## src/inc/cpcia_pkg.sv

```systemverilog
// package: constants, register map and types of the priority chain controller
package cpcia_pkg;
  // register byte offsets on the AXI4-Lite slave
  localparam int AXI_AW = 4;
  localparam logic [AXI_AW-1:0] CTRL_OFF = 4'h0;
  localparam logic [AXI_AW-1:0] CFG_OFF = 4'h4;
  localparam logic [AXI_AW-1:0] STAT_OFF = 4'h8;
  localparam logic [AXI_AW-1:0] RESP_OFF = 4'hc;
  localparam logic [1:0] AXI_OKAY = 2'h0;
  localparam logic [1:0] AXI_SLVERR = 2'h2;
  // control register fields and reset values
  localparam int CTRL_HPS_BIT = 0;
  localparam int CTRL_HPI_BIT = 1;
  localparam int CTRL_EVEN_BIT = 2;
  localparam int CTRL_SWIRQ_BIT = 3;
  localparam logic [2:0] CTRL_RST = 3'h0;
  // configuration register fields
  localparam int CFG_ADDR_LSB = 0;
  localparam int CFG_PNUM_LSB = 8;
  localparam int CFG_DST_LSB = 16;
  localparam logic [31:0] CFG_RST = 32'h0;
  // status register fields above the 16 status bits
  localparam int STAT_IRQ_BIT = 16;
  localparam int STAT_CONN_BIT = 17;
  localparam int STAT_SEL_BIT = 18;
  // terminal order bits, index 0 is the first data line
  localparam int TORD_IRQ_BIT = 0;
  localparam int TORD_HALT_BIT = 3;
  // interrupt type code of standard i/o interrupts
  localparam logic [2:0] AIO_STD_TYPE = 3'h0;
  // synchroniser lanes
  localparam int SY_AVI = 0;
  localparam int SY_FS = 1;
  localparam int SY_SVC = 2;
  localparam int SY_AIO = 3;
  localparam int SY_HPS = 4;
  localparam int SY_HPI = 5;
  localparam int SY_CLM = 6;
  localparam int N_SYNC = 7;
  // response word, first field is the most significant bit (bit 0)
  typedef struct packed {
    logic [7:0] dev_status;
    logic incorrect_len;
    logic xmit_err;
    logic zero_cnt;
    logic chan_end;
    logic unusual_end;
    logic [2:0] unused;
    logic [4:0] zeros;
    logic [2:0] proc_num;
    logic [7:0] dev_addr;
  } cpcia_resp_t;
  // interrupt flags of the last command doubleword
  typedef struct packed {
    logic zero_count_irq_flag;
    logic channel_end_irq_flag;
    logic unusual_end_irq_flag;
  } cpcia_flags_t;
  // one-cycle events from the controller data path
  typedef struct packed {
    logic incorrect_len;
    logic xmit_err;
    logic chan_end;
    logic zero_count;
  } cpcia_evt_t;
  typedef enum logic [1:0] {ST_IDLE, ST_RESOLVE, ST_ACK} cpcia_state_t;
endpackage : cpcia_pkg

```

## src/cpcia_ctrl.sv

```systemverilog
// priority chain, strobe acknowledge and interrupt acknowledge logic of one controller
//
// Summary of operation
// - interrupt acknowledge answered only for interrupt type code 000.
// - acknowledge forwarded to next processor unless an interrupt is pending here.
// - selected interrupter returns address and status; processor number appended.
// - response word: status 0-7 device, 8-15 standard, zeros, processor, address.
// - bit 8 reports incorrect length, bit 9 transmission data error.
// - bit 10 set only with zero count flag and byte count zero.
// - bit 11 set only with channel end flag and channel end reported.
// - bit 12 set only with unusual end flag and halt terminal order.
// - terminal order with bit 0 true raises an interrupt request.
// - internal condition or push-button event may also raise an interrupt.
// - first controller in chain has avail_in tied true.
// - later avail_in comes from previous avail_out, point to point.
// - no pending request: assert avail_out once avail_in seen.
// - pending low priority request passes avail when high priority line true.
// - pending request driving high priority, or line false, claims instead.
// - passive strobe acknowledge in each of the three chain outcomes.
// - claimer connects for service; others wait for later acknowledge.
// - interrupt acknowledge uses same chain with interrupt priority line.
// - only one interrupter answers; others keep their requests.
// - priority and claim lines are wired buses, sensed and driven.
// - strobe with service acknowledge function goes to all controllers.
// - on strobe release leading acknowledge and drive trailing acknowledge.
// - after strobe drops drive leading again and release trailing.
// - selected controller puts its address on response lines.
`timescale 1ns/100ps
module cpcia_ctrl (
  // clock and reset
  input wire logic CLOCK_I,
  input wire logic RESET_I,
  // axi4-lite slave
  input wire logic [cpcia_pkg::AXI_AW-1:0] S_AXI_AWADDR_I,
  input wire logic S_AXI_AWVALID_I,
  output logic S_AXI_AWREADY_O,
  input wire logic [31:0] S_AXI_WDATA_I,
  input wire logic [3:0] S_AXI_WSTRB_I,
  input wire logic S_AXI_WVALID_I,
  output logic S_AXI_WREADY_O,
  output logic [1:0] S_AXI_BRESP_O,
  output logic S_AXI_BVALID_O,
  input wire logic S_AXI_BREADY_I,
  input wire logic [cpcia_pkg::AXI_AW-1:0] S_AXI_ARADDR_I,
  input wire logic S_AXI_ARVALID_I,
  output logic S_AXI_ARREADY_O,
  output logic [31:0] S_AXI_RDATA_O,
  output logic [1:0] S_AXI_RRESP_O,
  output logic S_AXI_RVALID_O,
  input wire logic S_AXI_RREADY_I,
  // processor bus, asynchronous
  input wire logic FUNCTION_STROBE_I,
  input wire logic SVC_ACK_FN_I,
  input wire logic IRQ_ACK_FN_I,
  input wire logic [2:0] IRQ_TYPE_I,
  output logic STROBE_ACK_LEADING_O,
  output logic STROBE_ACK_LEADING_OE_O,
  output logic STROBE_ACK_TRAILING_O,
  output logic STROBE_ACK_TRAILING_OE_O,
  output logic [7:0] FUNCTION_RESPONSE_O,
  output logic FUNCTION_RESPONSE_OE_O,
  output logic [15:0] IRQ_STATUS_O,
  output logic IRQ_ACK_FWD_O,
  // priority cable, asynchronous
  input wire logic AVAIL_IN_I,
  output logic AVAIL_OUT_O,
  input wire logic HIGH_PRIO_SERVICE_I,
  output logic HIGH_PRIO_SERVICE_O,
  output logic HIGH_PRIO_SERVICE_OE_O,
  input wire logic HIGH_PRIO_INTERRUPT_I,
  output logic HIGH_PRIO_INTERRUPT_O,
  output logic HIGH_PRIO_INTERRUPT_OE_O,
  input wire logic CHAIN_CLAIM_I,
  output logic CHAIN_CLAIM_O,
  output logic CHAIN_CLAIM_OE_O,
  // controller data path, synchronous
  input wire logic SVC_REQ_I,
  input wire logic TORD_VALID_I,
  input wire logic [0:7] TORD_DATA_I,
  input wire cpcia_pkg::cpcia_flags_t FLAGS_I,
  input wire cpcia_pkg::cpcia_evt_t EVT_I,
  input wire logic INT_EVENT_I,
  output logic CONNECTED_O
);
  import cpcia_pkg::*;

  // byte-lane merge of a register write
  function automatic logic [31:0] wmerge(input logic [31:0] old, input logic [31:0] nw,
                                         input logic [3:0] strb);
    logic [31:0] r;
    r = old;
    for (int i = 0; i < 4; i++) begin
      if (strb[i]) begin
        r[i*8 +: 8] = nw[i*8 +: 8];
      end
    end
    return r;
  endfunction : wmerge

  logic [N_SYNC-1:0] sync1;
  logic [N_SYNC-1:0] sync2;
  logic fs_d;
  logic [2:0] ctrl;
  logic [31:0] cfg;
  cpcia_resp_t resp;
  logic irq_pend;
  logic sel;
  logic is_aio;
  logic drive_level;
  cpcia_state_t st;
  logic aw_hold;
  logic w_hold;
  logic [AXI_AW-1:0] aw_addr;
  logic [31:0] w_data;
  logic [3:0] w_strb;
  logic [4:0] std_bits;

  // the raw lanes, packed for one synchroniser bank
  wire [N_SYNC-1:0] raw_in = {CHAIN_CLAIM_I, HIGH_PRIO_INTERRUPT_I, HIGH_PRIO_SERVICE_I,
                              IRQ_ACK_FN_I, SVC_ACK_FN_I, FUNCTION_STROBE_I, AVAIL_IN_I};

  // two-flop synchronisers; only sync2 is looked at
  always_ff @(posedge CLOCK_I or posedge RESET_I) begin
    if (RESET_I) begin
      sync1 <= '0;
      sync2 <= '0;
    end else begin
      sync1 <= raw_in;
      sync2 <= sync1;
    end
  end

  // synchronised views; avail_in is tied true on the first unit and
  // wired from the upstream avail_out elsewhere, so it is never a bus
  wire avi_s = sync2[SY_AVI];
  wire fs_s = sync2[SY_FS];
  wire svc_s = sync2[SY_SVC];
  wire aio_s = sync2[SY_AIO];
  wire hps_s = sync2[SY_HPS];
  wire hpi_s = sync2[SY_HPI];
  wire clm_s = sync2[SY_CLM];
  wire fs_rise = fs_s && !fs_d;

  // chain selection terms; interrupt acknowledge swaps in its own line
  wire type_ok = (IRQ_TYPE_I == AIO_STD_TYPE);
  wire pend = is_aio ? (irq_pend && type_ok) : SVC_REQ_I;
  wire hp_s = is_aio ? hpi_s : hps_s;
  wire own_hp = is_aio ? HIGH_PRIO_INTERRUPT_OE_O : HIGH_PRIO_SERVICE_OE_O;
  wire pass_ok = !pend || (hp_s && !own_hp);
  wire do_pass = (st == ST_RESOLVE) && avi_s && pass_ok;
  wire do_claim = (st == ST_RESOLVE) && avi_s && !pass_ok;
  wire seen_clm = (st == ST_RESOLVE) && clm_s && !CHAIN_CLAIM_OE_O;
  wire resolved = do_pass || do_claim || seen_clm;
  wire aio_win = do_claim && is_aio;

  // register bus decode
  wire do_wr = aw_hold && w_hold && !S_AXI_BVALID_O;
  wire wr_ctrl = do_wr && (aw_addr == CTRL_OFF);
  wire wr_cfg = do_wr && (aw_addr == CFG_OFF);
  wire wr_ok = (aw_addr == CTRL_OFF) || (aw_addr == CFG_OFF) || (aw_addr == STAT_OFF) ||
               (aw_addr == RESP_OFF);
  wire [31:0] ctrl_nw = wmerge({29'h0, ctrl}, w_data, w_strb);
  wire sw_irq = wr_ctrl && w_strb[0] && w_data[CTRL_SWIRQ_BIT];
  wire ar_hs = S_AXI_ARVALID_I && S_AXI_ARREADY_O;
  wire rd_ok = (S_AXI_ARADDR_I == CTRL_OFF) || (S_AXI_ARADDR_I == CFG_OFF) ||
               (S_AXI_ARADDR_I == STAT_OFF) || (S_AXI_ARADDR_I == RESP_OFF);

  // live standard status bits, set by data path events
  wire [4:0] std_set = {EVT_I.incorrect_len,
                        EVT_I.xmit_err,
                        FLAGS_I.zero_count_irq_flag && EVT_I.zero_count,
                        FLAGS_I.channel_end_irq_flag && EVT_I.chan_end,
                        FLAGS_I.unusual_end_irq_flag && TORD_VALID_I &&
                        TORD_DATA_I[TORD_HALT_BIT]};
  wire [15:0] stat16 = {cfg[CFG_DST_LSB +: 8], std_bits, 3'h0};
  wire [31:0] stat_rd = {13'h0, sel, CONNECTED_O, irq_pend, stat16};
  wire [31:0] rd_mux = (S_AXI_ARADDR_I == CTRL_OFF) ? {29'h0, ctrl} :
                       (S_AXI_ARADDR_I == CFG_OFF) ? cfg :
                       (S_AXI_ARADDR_I == STAT_OFF) ? stat_rd :
                       (S_AXI_ARADDR_I == RESP_OFF) ? resp : 32'h0;

  // interrupt sources: terminal order bit, software or enabled push-button
  wire irq_src = (TORD_VALID_I && TORD_DATA_I[TORD_IRQ_BIT]) ||
                 sw_irq || (ctrl[CTRL_EVEN_BIT] && INT_EVENT_I);
  // a new source in the acknowledge cycle wins over the clear
  wire next_irq_pend = irq_src || (irq_pend && !aio_win);
  wire [4:0] next_std = std_set | (aio_win ? 5'h0 : std_bits);

  // write channel: address and data taken in either order
  always_ff @(posedge CLOCK_I or posedge RESET_I) begin
    if (RESET_I) begin
      aw_hold <= 1'b0;
      w_hold <= 1'b0;
      aw_addr <= '0;
      w_data <= 32'h0;
      w_strb <= 4'h0;
      S_AXI_AWREADY_O <= 1'b1;
      S_AXI_WREADY_O <= 1'b1;
      S_AXI_BVALID_O <= 1'b0;
      S_AXI_BRESP_O <= AXI_OKAY;
    end else begin
      if (S_AXI_AWVALID_I && S_AXI_AWREADY_O) begin
        aw_hold <= 1'b1;
        aw_addr <= S_AXI_AWADDR_I;
        S_AXI_AWREADY_O <= 1'b0;
      end
      if (S_AXI_WVALID_I && S_AXI_WREADY_O) begin
        w_hold <= 1'b1;
        w_data <= S_AXI_WDATA_I;
        w_strb <= S_AXI_WSTRB_I;
        S_AXI_WREADY_O <= 1'b0;
      end
      if (do_wr) begin
        aw_hold <= 1'b0;
        w_hold <= 1'b0;
        S_AXI_BVALID_O <= 1'b1;
        S_AXI_BRESP_O <= wr_ok ? AXI_OKAY : AXI_SLVERR;
      end else if (S_AXI_BVALID_O && S_AXI_BREADY_I) begin
        S_AXI_BVALID_O <= 1'b0;
        S_AXI_AWREADY_O <= 1'b1;
        S_AXI_WREADY_O <= 1'b1;
      end
    end
  end

  // read channel: one read at a time, answer one cycle after the address
  always_ff @(posedge CLOCK_I or posedge RESET_I) begin
    if (RESET_I) begin
      S_AXI_ARREADY_O <= 1'b1;
      S_AXI_RVALID_O <= 1'b0;
      S_AXI_RDATA_O <= 32'h0;
      S_AXI_RRESP_O <= AXI_OKAY;
    end else if (ar_hs) begin
      S_AXI_ARREADY_O <= 1'b0;
      S_AXI_RVALID_O <= 1'b1;
      S_AXI_RDATA_O <= rd_mux;
      S_AXI_RRESP_O <= rd_ok ? AXI_OKAY : AXI_SLVERR;
    end else if (S_AXI_RVALID_O && S_AXI_RREADY_I) begin
      S_AXI_RVALID_O <= 1'b0;
      S_AXI_ARREADY_O <= 1'b1;
    end
  end

  // software registers and sticky interrupt state
  always_ff @(posedge CLOCK_I or posedge RESET_I) begin
    if (RESET_I) begin
      ctrl <= CTRL_RST;
      cfg <= CFG_RST;
      irq_pend <= 1'b0;
      std_bits <= 5'h0;
    end else begin
      if (wr_ctrl) begin
        ctrl <= ctrl_nw[2:0];
      end
      if (wr_cfg) begin
        cfg <= wmerge(cfg, w_data, w_strb);
      end
      irq_pend <= next_irq_pend;
      std_bits <= next_std;
    end
  end

  // chain and strobe handshake; every strobe is acknowledged, so an
  // unaddressed unit never hangs the processor
  always_ff @(posedge CLOCK_I or posedge RESET_I) begin
    if (RESET_I) begin
      st <= ST_IDLE;
      fs_d <= 1'b0;
      is_aio <= 1'b0;
      sel <= 1'b0;
      drive_level <= 1'b0;
      AVAIL_OUT_O <= 1'b0;
      CHAIN_CLAIM_OE_O <= 1'b0;
      STROBE_ACK_LEADING_OE_O <= 1'b0;
      STROBE_ACK_TRAILING_OE_O <= 1'b0;
      FUNCTION_RESPONSE_O <= 8'h0;
      FUNCTION_RESPONSE_OE_O <= 1'b0;
      IRQ_STATUS_O <= 16'h0;
      resp <= '0;
    end else begin
      fs_d <= fs_s;
      drive_level <= 1'b1;
      case (st)
        ST_IDLE: begin
          STROBE_ACK_LEADING_OE_O <= 1'b1;
          if (fs_rise) begin
            is_aio <= aio_s;
            st <= (svc_s || aio_s) ? ST_RESOLVE : ST_ACK;
          end
        end
        ST_RESOLVE: begin
          if (do_pass) begin
            AVAIL_OUT_O <= 1'b1;
          end
          if (do_claim) begin
            CHAIN_CLAIM_OE_O <= 1'b1;
            sel <= 1'b1;
            FUNCTION_RESPONSE_O <= cfg[CFG_ADDR_LSB +: 8];
            FUNCTION_RESPONSE_OE_O <= 1'b1;
          end
          if (aio_win) begin
            IRQ_STATUS_O <= stat16;
            resp <= '{dev_status: cfg[CFG_DST_LSB +: 8], incorrect_len: std_bits[4],
                      xmit_err: std_bits[3], zero_cnt: std_bits[2], chan_end: std_bits[1],
                      unusual_end: std_bits[0], unused: 3'h0, zeros: 5'h0,
                      proc_num: cfg[CFG_PNUM_LSB +: 3],
                      dev_addr: cfg[CFG_ADDR_LSB +: 8]};
          end
          if (resolved) begin
            STROBE_ACK_LEADING_OE_O <= 1'b0;
            STROBE_ACK_TRAILING_OE_O <= 1'b1;
            st <= ST_ACK;
          end
        end
        ST_ACK: begin
          STROBE_ACK_LEADING_OE_O <= 1'b0;
          STROBE_ACK_TRAILING_OE_O <= 1'b1;
          if (!fs_s) begin
            STROBE_ACK_LEADING_OE_O <= 1'b1;
            STROBE_ACK_TRAILING_OE_O <= 1'b0;
            AVAIL_OUT_O <= 1'b0;
            CHAIN_CLAIM_OE_O <= 1'b0;
            FUNCTION_RESPONSE_OE_O <= 1'b0;
            sel <= 1'b0;
            st <= ST_IDLE;
          end
        end
        default: st <= ST_IDLE;
      endcase
    end
  end

  // wired lines: value is true from the first clock after reset, the enable carries the drive;
  // connection is held until the data path drops its service request
  always_ff @(posedge CLOCK_I or posedge RESET_I) begin
    if (RESET_I) begin
      HIGH_PRIO_SERVICE_OE_O <= 1'b0;
      HIGH_PRIO_INTERRUPT_OE_O <= 1'b0;
      IRQ_ACK_FWD_O <= 1'b0;
      CONNECTED_O <= 1'b0;
    end else begin
      HIGH_PRIO_SERVICE_OE_O <= SVC_REQ_I && ctrl[CTRL_HPS_BIT];
      HIGH_PRIO_INTERRUPT_OE_O <= irq_pend && ctrl[CTRL_HPI_BIT];
      IRQ_ACK_FWD_O <= aio_s && !irq_pend;
      if (do_claim && !is_aio) begin
        CONNECTED_O <= 1'b1;
      end else if (!SVC_REQ_I) begin
        CONNECTED_O <= 1'b0;
      end
    end
  end

  assign HIGH_PRIO_SERVICE_O = drive_level;
  assign HIGH_PRIO_INTERRUPT_O = drive_level;
  assign CHAIN_CLAIM_O = drive_level;
  assign STROBE_ACK_LEADING_O = drive_level;
  assign STROBE_ACK_TRAILING_O = drive_level;

  // checks beside the logic they guard
  a_no_pend_pass: assert property (@(posedge CLOCK_I) disable iff (RESET_I)
    (st == ST_RESOLVE && !pend && avi_s) |=> AVAIL_OUT_O && !CHAIN_CLAIM_OE_O)
    else $error("idle unit did not pass avail");
  a_low_prio_pass: assert property (@(posedge CLOCK_I) disable iff (RESET_I)
    (st == ST_RESOLVE && pend && avi_s && hp_s && !own_hp) |=> AVAIL_OUT_O)
    else $error("low priority requester did not pass avail");
  a_claim_instead: assert property (@(posedge CLOCK_I) disable iff (RESET_I)
    (st == ST_RESOLVE && pend && avi_s && (own_hp || !hp_s)) |=>
    CHAIN_CLAIM_OE_O && !AVAIL_OUT_O && FUNCTION_RESPONSE_OE_O)
    else $error("requester did not claim");
  a_ack_lead_rel: assert property (@(posedge CLOCK_I) disable iff (RESET_I)
    $rose(st == ST_ACK) |-> ##1 (!STROBE_ACK_LEADING_OE_O && STROBE_ACK_TRAILING_OE_O))
    else $error("strobe not acknowledged");
  a_ack_trail_rel: assert property (@(posedge CLOCK_I) disable iff (RESET_I)
    (st == ST_ACK && !fs_s) |=> STROBE_ACK_LEADING_OE_O && !STROBE_ACK_TRAILING_OE_O)
    else $error("strobe release not acknowledged");
  a_resp_addr: assert property (@(posedge CLOCK_I) disable iff (RESET_I)
    $rose(CHAIN_CLAIM_OE_O) |-> FUNCTION_RESPONSE_O == $past(cfg[7:0]))
    else $error("response lines do not carry own address");
  a_irq_raise: assert property (@(posedge CLOCK_I) disable iff (RESET_I)
    (TORD_VALID_I && TORD_DATA_I[TORD_IRQ_BIT]) |=> irq_pend)
    else $error("terminal order interrupt lost");
  a_zero_cnt: assert property (@(posedge CLOCK_I) disable iff (RESET_I)
    $rose(std_bits[2]) |-> $past(FLAGS_I.zero_count_irq_flag && EVT_I.zero_count))
    else $error("zero count bit set without cause");
  a_irq_type: assert property (@(posedge CLOCK_I) disable iff (RESET_I)
    (st == ST_RESOLVE && is_aio && !type_ok) |=> !CHAIN_CLAIM_OE_O)
    else $error("claimed a non-standard interrupt type");
endmodule : cpcia_ctrl

```

## config.mk

```make
export PLATFORM = sky130hd
export DESIGN_NAME = cpcia_ctrl
export DESIGN_NICKNAME = d
export VERILOG_FILES = /design/src/inc/cpcia_pkg.sv /design/src/cpcia_ctrl.sv
export SDC_FILE = /design/constraint.sdc
export NUM_CORES = 1
export LEC_CHECK = 0
export BUFFER_PORTS_ARGS = -buffer_cell sky130_fd_sc_hd__buf_2
export CAP_MARGIN = 20
export CORE_ASPECT_RATIO = 0.5
export CORE_MARGIN = 4
export CORE_UTILIZATION = 49
export DETAILED_ROUTE_END_ITERATION = 8
export PLACE_DENSITY = 0.76
export SYNTH_ARGS = -nofsm -noshare
export SYNTH_HDL_FRONTEND = slang
export SYNTH_SLANG_ARGS = --single-unit
```

## constraint.sdc

```tcl
create_clock -name CLOCK_I -period 5.3 [get_ports CLOCK_I]
set_input_delay 0.265 -clock CLOCK_I [delete_from_list [all_inputs] [get_ports CLOCK_I]]
set_output_delay 0.265 -clock CLOCK_I [all_outputs]
set_load 0.02 [all_outputs]
```

==> flow_summary_export.csv <==
group,metric,value,unit
floorplan,core,14600,um2
drt,antenna_left,0,
layout,diodes,0,
global_route,grt_util_met1,26.2,%
clock_tree,tritoncts,"done",
clock_tree,cts_sinks,181,
worst_setup_path,crit_start,"st[1]",
clock_tree,h-tree-depth,4,
power,p_leak,4.41,nW
timing,hold_viol,0,
worst_setup_path,crit_path_max_incr_delay,0.62,ns
floorplan,io_pins,158,
drt,drc,0,
worst_setup_path,crit_arrival,2.55,ns
drt,drt_iter0_markers,293,
placed_design,place_congestion,0.793,
floorplan,die_area,17100,um2
min_path,min_path_type,"input pin to flop",
global_route,antenna_found_initial,0,
min_path,hp-start,"EVT_I[3]",
timing,fmaxAchievable,443,MHz
logic_synthesis,ys_seq_elements,181,
timing,fin_hold_ws,0.0307,ns
global_route,grt_pass1_wl,26400,um
floorplan,num_rows,31,
worst_setup_path,r2r_start,"st[1]",
global_route,grt_use_met2,33.5,%
worst_setup_path,cp.required,5.60,ns
worst_setup_path,worst-path-buf-inv,1,
clock_tree,cts-root-buf,"clkbuf_16",
status,outcome,"finished clean",
global_route,top_usage_layer,"met2",
layout,drive_gt1_share,43.2,%
clock_tree,cts_buffers,17,
clock_tree,clk_latency,0.42,ns
logic_synthesis,async_flop_share,100,%
layout,stdcell_count,907,
global_route,met3_usage,4.35,%
floorplan,fp.dieH,94.6,um
placed_design,place_inst,864,
worst_setup_path,crit_type,"flop to flop",
logic_synthesis,synth_cell_types,49,
power,power_density,474,nW/um2
floorplan,die_w,181,um
layout,nets,780,
timing,worstMarginPinSlew,1.07,ns
clock_tree,path_clk_slew,0.07,ns
global_route,grt_overflow_total,0,
layout,fin_util,60.6,%
logic_synthesis,synth_warnings,0,
worst_setup_path,crit_family,"compound AO/OA/AOI/OAI gates",
global_route,grt_pass1_vias,4937,
global_route,grt_max_degree,70,
flow_run,drv_cap,0,
floorplan,initial_core_util,50.4,%
timing,slew_headroom,28.4,%
timing,finClkSkew,0.00780,ns
timing,finalSetupViolations,0,
timing,tns,0,ns
drt,via_per_inst,5.34,
global_route,grt_use_total,19.7,%
logic_synthesis,synth.cell_area,7350,um2
timing,rsz0062_at_grt,"false",
logic_synthesis,synthCells,557,
drt,vias,4843,
drt,wl_per_cell,18.2,um
worst_setup_path,crit_chain,"inv_1, ha_1, o2111ai_4, a221o_1",
logic_synthesis,synth_ff_type,"dfrtp_1",
drt,firstDrtPassIters,4,
clock_tree,cts_buffer_depth,2,
timing,drv_slew,0,
timing,fin_crit_sh,42.5,%
worst_setup_path,crit_fanout,30,
placed_design,hpwl,11500,um
worst_setup_path,worst_setup_path_start_kind,"flop",
worst_setup_path,cp-end-kind,"flop",
logic_synthesis,seq_area_frac_synth,61.6,%
logic_synthesis,syn_area_per_cell,13.2,um2
layout,nFillCells,1178,
drt,drt-total-wl,16500,um
layout,layout-area-overhead-vs-synth,20.3,%
timing,finalCriticalPeriod,2.26,ns
worst_setup_path,slowest_stage,"o2111ai_4",
power,total_power,0.00419,W
logic_synthesis,synth-edff-count,0,
power,peakVddDrop,278,uV
placed_design,io_buffers,146,
[power breakdown]
part | total, W | switching [W] | leakage (nW) | internal, W
registers | 0.00204 | 0.000286 | 2.33 | 0.00175
clock network | 0.00128 | 0.000525 | 0.287 | 0.000756
logic | 0.000874 | 0.000437 | 1.79 | 0.000437
[layer usage]
| layer | vias to the layer above | share of wire (%) |
|---|---|---|
| li1 | 2236 | - |
| met1 | 2471 | 43 |
| met2 | 126 | 50 |
| met3 | 10 | 5.6 |
| met4 | 0 | 0.87 |
| met5 | - | 0 |
[flip-flops by register name, indices dropped and copies added (netlist names), 2 cells and up]
| register | flops |
|---|---|
| S_AXI_RDATA_O | 32 |
| cfg | 32 |
| w_data | 32 |
| resp | 19 |
| FUNCTION_RESPONSE_O | 8 |
| sync1 | 7 |
| sync2 | 7 |
| IRQ_STATUS_O | 5 |
| std_bits | 5 |
| aw_addr | 4 |
| w_strb | 4 |
| ctrl | 3 |
| st | 2 |
[Yosys cell counts, types with 3 or more instances]
| library cell | count | share of area (%) |
|---|---|---|
| a22oi_1 | 22 | 2.2 |
| and2_1 | 3 | 0.26 |
| o21ai_0 | 38 | 2.6 |
| mux2i_1 | 4 | 0.54 |
| nand2_1 | 43 | 2.2 |
| a21oi_1 | 9 | 0.61 |
| mux2_2 | 108 | 17 |
| dfrtp_1 | 178 | 61 |
| buf_4 | 23 | 2.3 |
| clkbuf_1 | 12 | 0.61 |
| o41ai_1 | 7 | 0.83 |
| nor2_1 | 20 | 1.0 |
| nand3_1 | 6 | 0.41 |
| buf_2 | 11 | 0.75 |
| inv_1 | 15 | 0.77 |
| dfstp_2 | 3 | 1.1 |
| ha_1 | 4 | 0.68 |
| a22o_1 | 7 | 0.83 |
| nand2_2 | 4 | 0.34 |
[layout make-up]
cell class	instances	area (um2)	share of cell area [%]
timing repair buffer	163	881	9.96
clock buffer	20	447	5.05
inverter	15	61.3	0.693
sequential	181	4530	51.3
tap	198	248	2.80
clock inverter	11	150	1.70
multi-input combinational	319	2520	28.5
[final timing paths]
path                                       endpoint  slack [ns]  depth (start not counted)
min reg2reg                                sync2[3]        0.35                          0
max                                        irq_pend        3.04                          4
min in group asynchronous  STROBE_ACK_TRAILING_OE_O        0.48                          3
max reg2reg                                irq_pend        3.04                          4
min                                     std_bits[4]        0.03                          2
max in group asynchronous                w_data[20]        3.64                          4
[worst register-to-register path: stages, from the launching register on]
cell       delay, ns
dfrtp_1         0.40
inv_1           0.11
ha_1            0.45
o2111ai_4       0.63
a221o_1         0.56
[cells by family (layout without fill, tap and decap cells)]
| kind of cell | after synthesis | after routing | share of synthesized area [%] |
|---|---|---|---|
| flip-flops | 181 | 181 | 61.6 |
| multiplexers | 113 | 113 | 17.2 |
| AO/OA/AOI/OAI | 103 | 103 | 9.66 |
| AND/OR/NAND/NOR | 93 | 93 | 6.19 |
| buffers and inverters | 61 | 209 | 4.47 |
| adder cells (fa/ha/maj) | 4 | 4 | 0.681 |
| other | 2 | 6 | 0.102 |
[layout by cell type, fill, tap and decap left out, types with 4 or more instances in the layout]
| cell type | netlist | layout |
|---|---|---|
| a21oi_1 | 9 | 9 |
| a22o_1 | 7 | 7 |
| a22oi_1 | 22 | 22 |
| buf_2 | 11 | 146 |
| buf_4 | 23 | 6 |
| clkbuf_16 | 0 | 17 |
| conb_1 | 2 | 6 |
| dfrtp_1 | 178 | 178 |
| dlygate4sd3_1 | 0 | 10 |
| ha_1 | 4 | 4 |
| inv_1 | 15 | 14 |
| mux2_2 | 108 | 108 |
| mux2i_1 | 4 | 4 |
| nand2_1 | 43 | 43 |
| nand2_2 | 4 | 4 |
| nand3_1 | 6 | 6 |
| nor2_1 | 20 | 20 |
| o21ai_0 | 38 | 38 |
| o41ai_1 | 7 | 7 |
[metrics by stage]
step	instance area [um2]	worst slack (ns)
2_1_floorplan	7370	0.125
3_3_place_gp	8130	2.87
3_5_place_dp	8130	2.81
4_1_cts	8830	2.82
5_1_grt	8840	2.91
6_report	8840	3.04
[what timing repair did]
action                                 in CTS  in global routing
setup buffers                               0                  0
endpoints found under the hold margin      75                  0
gates resized for setup                     0                  0
hold buffers                               10                  0
(Power assumes the default switching activity.)
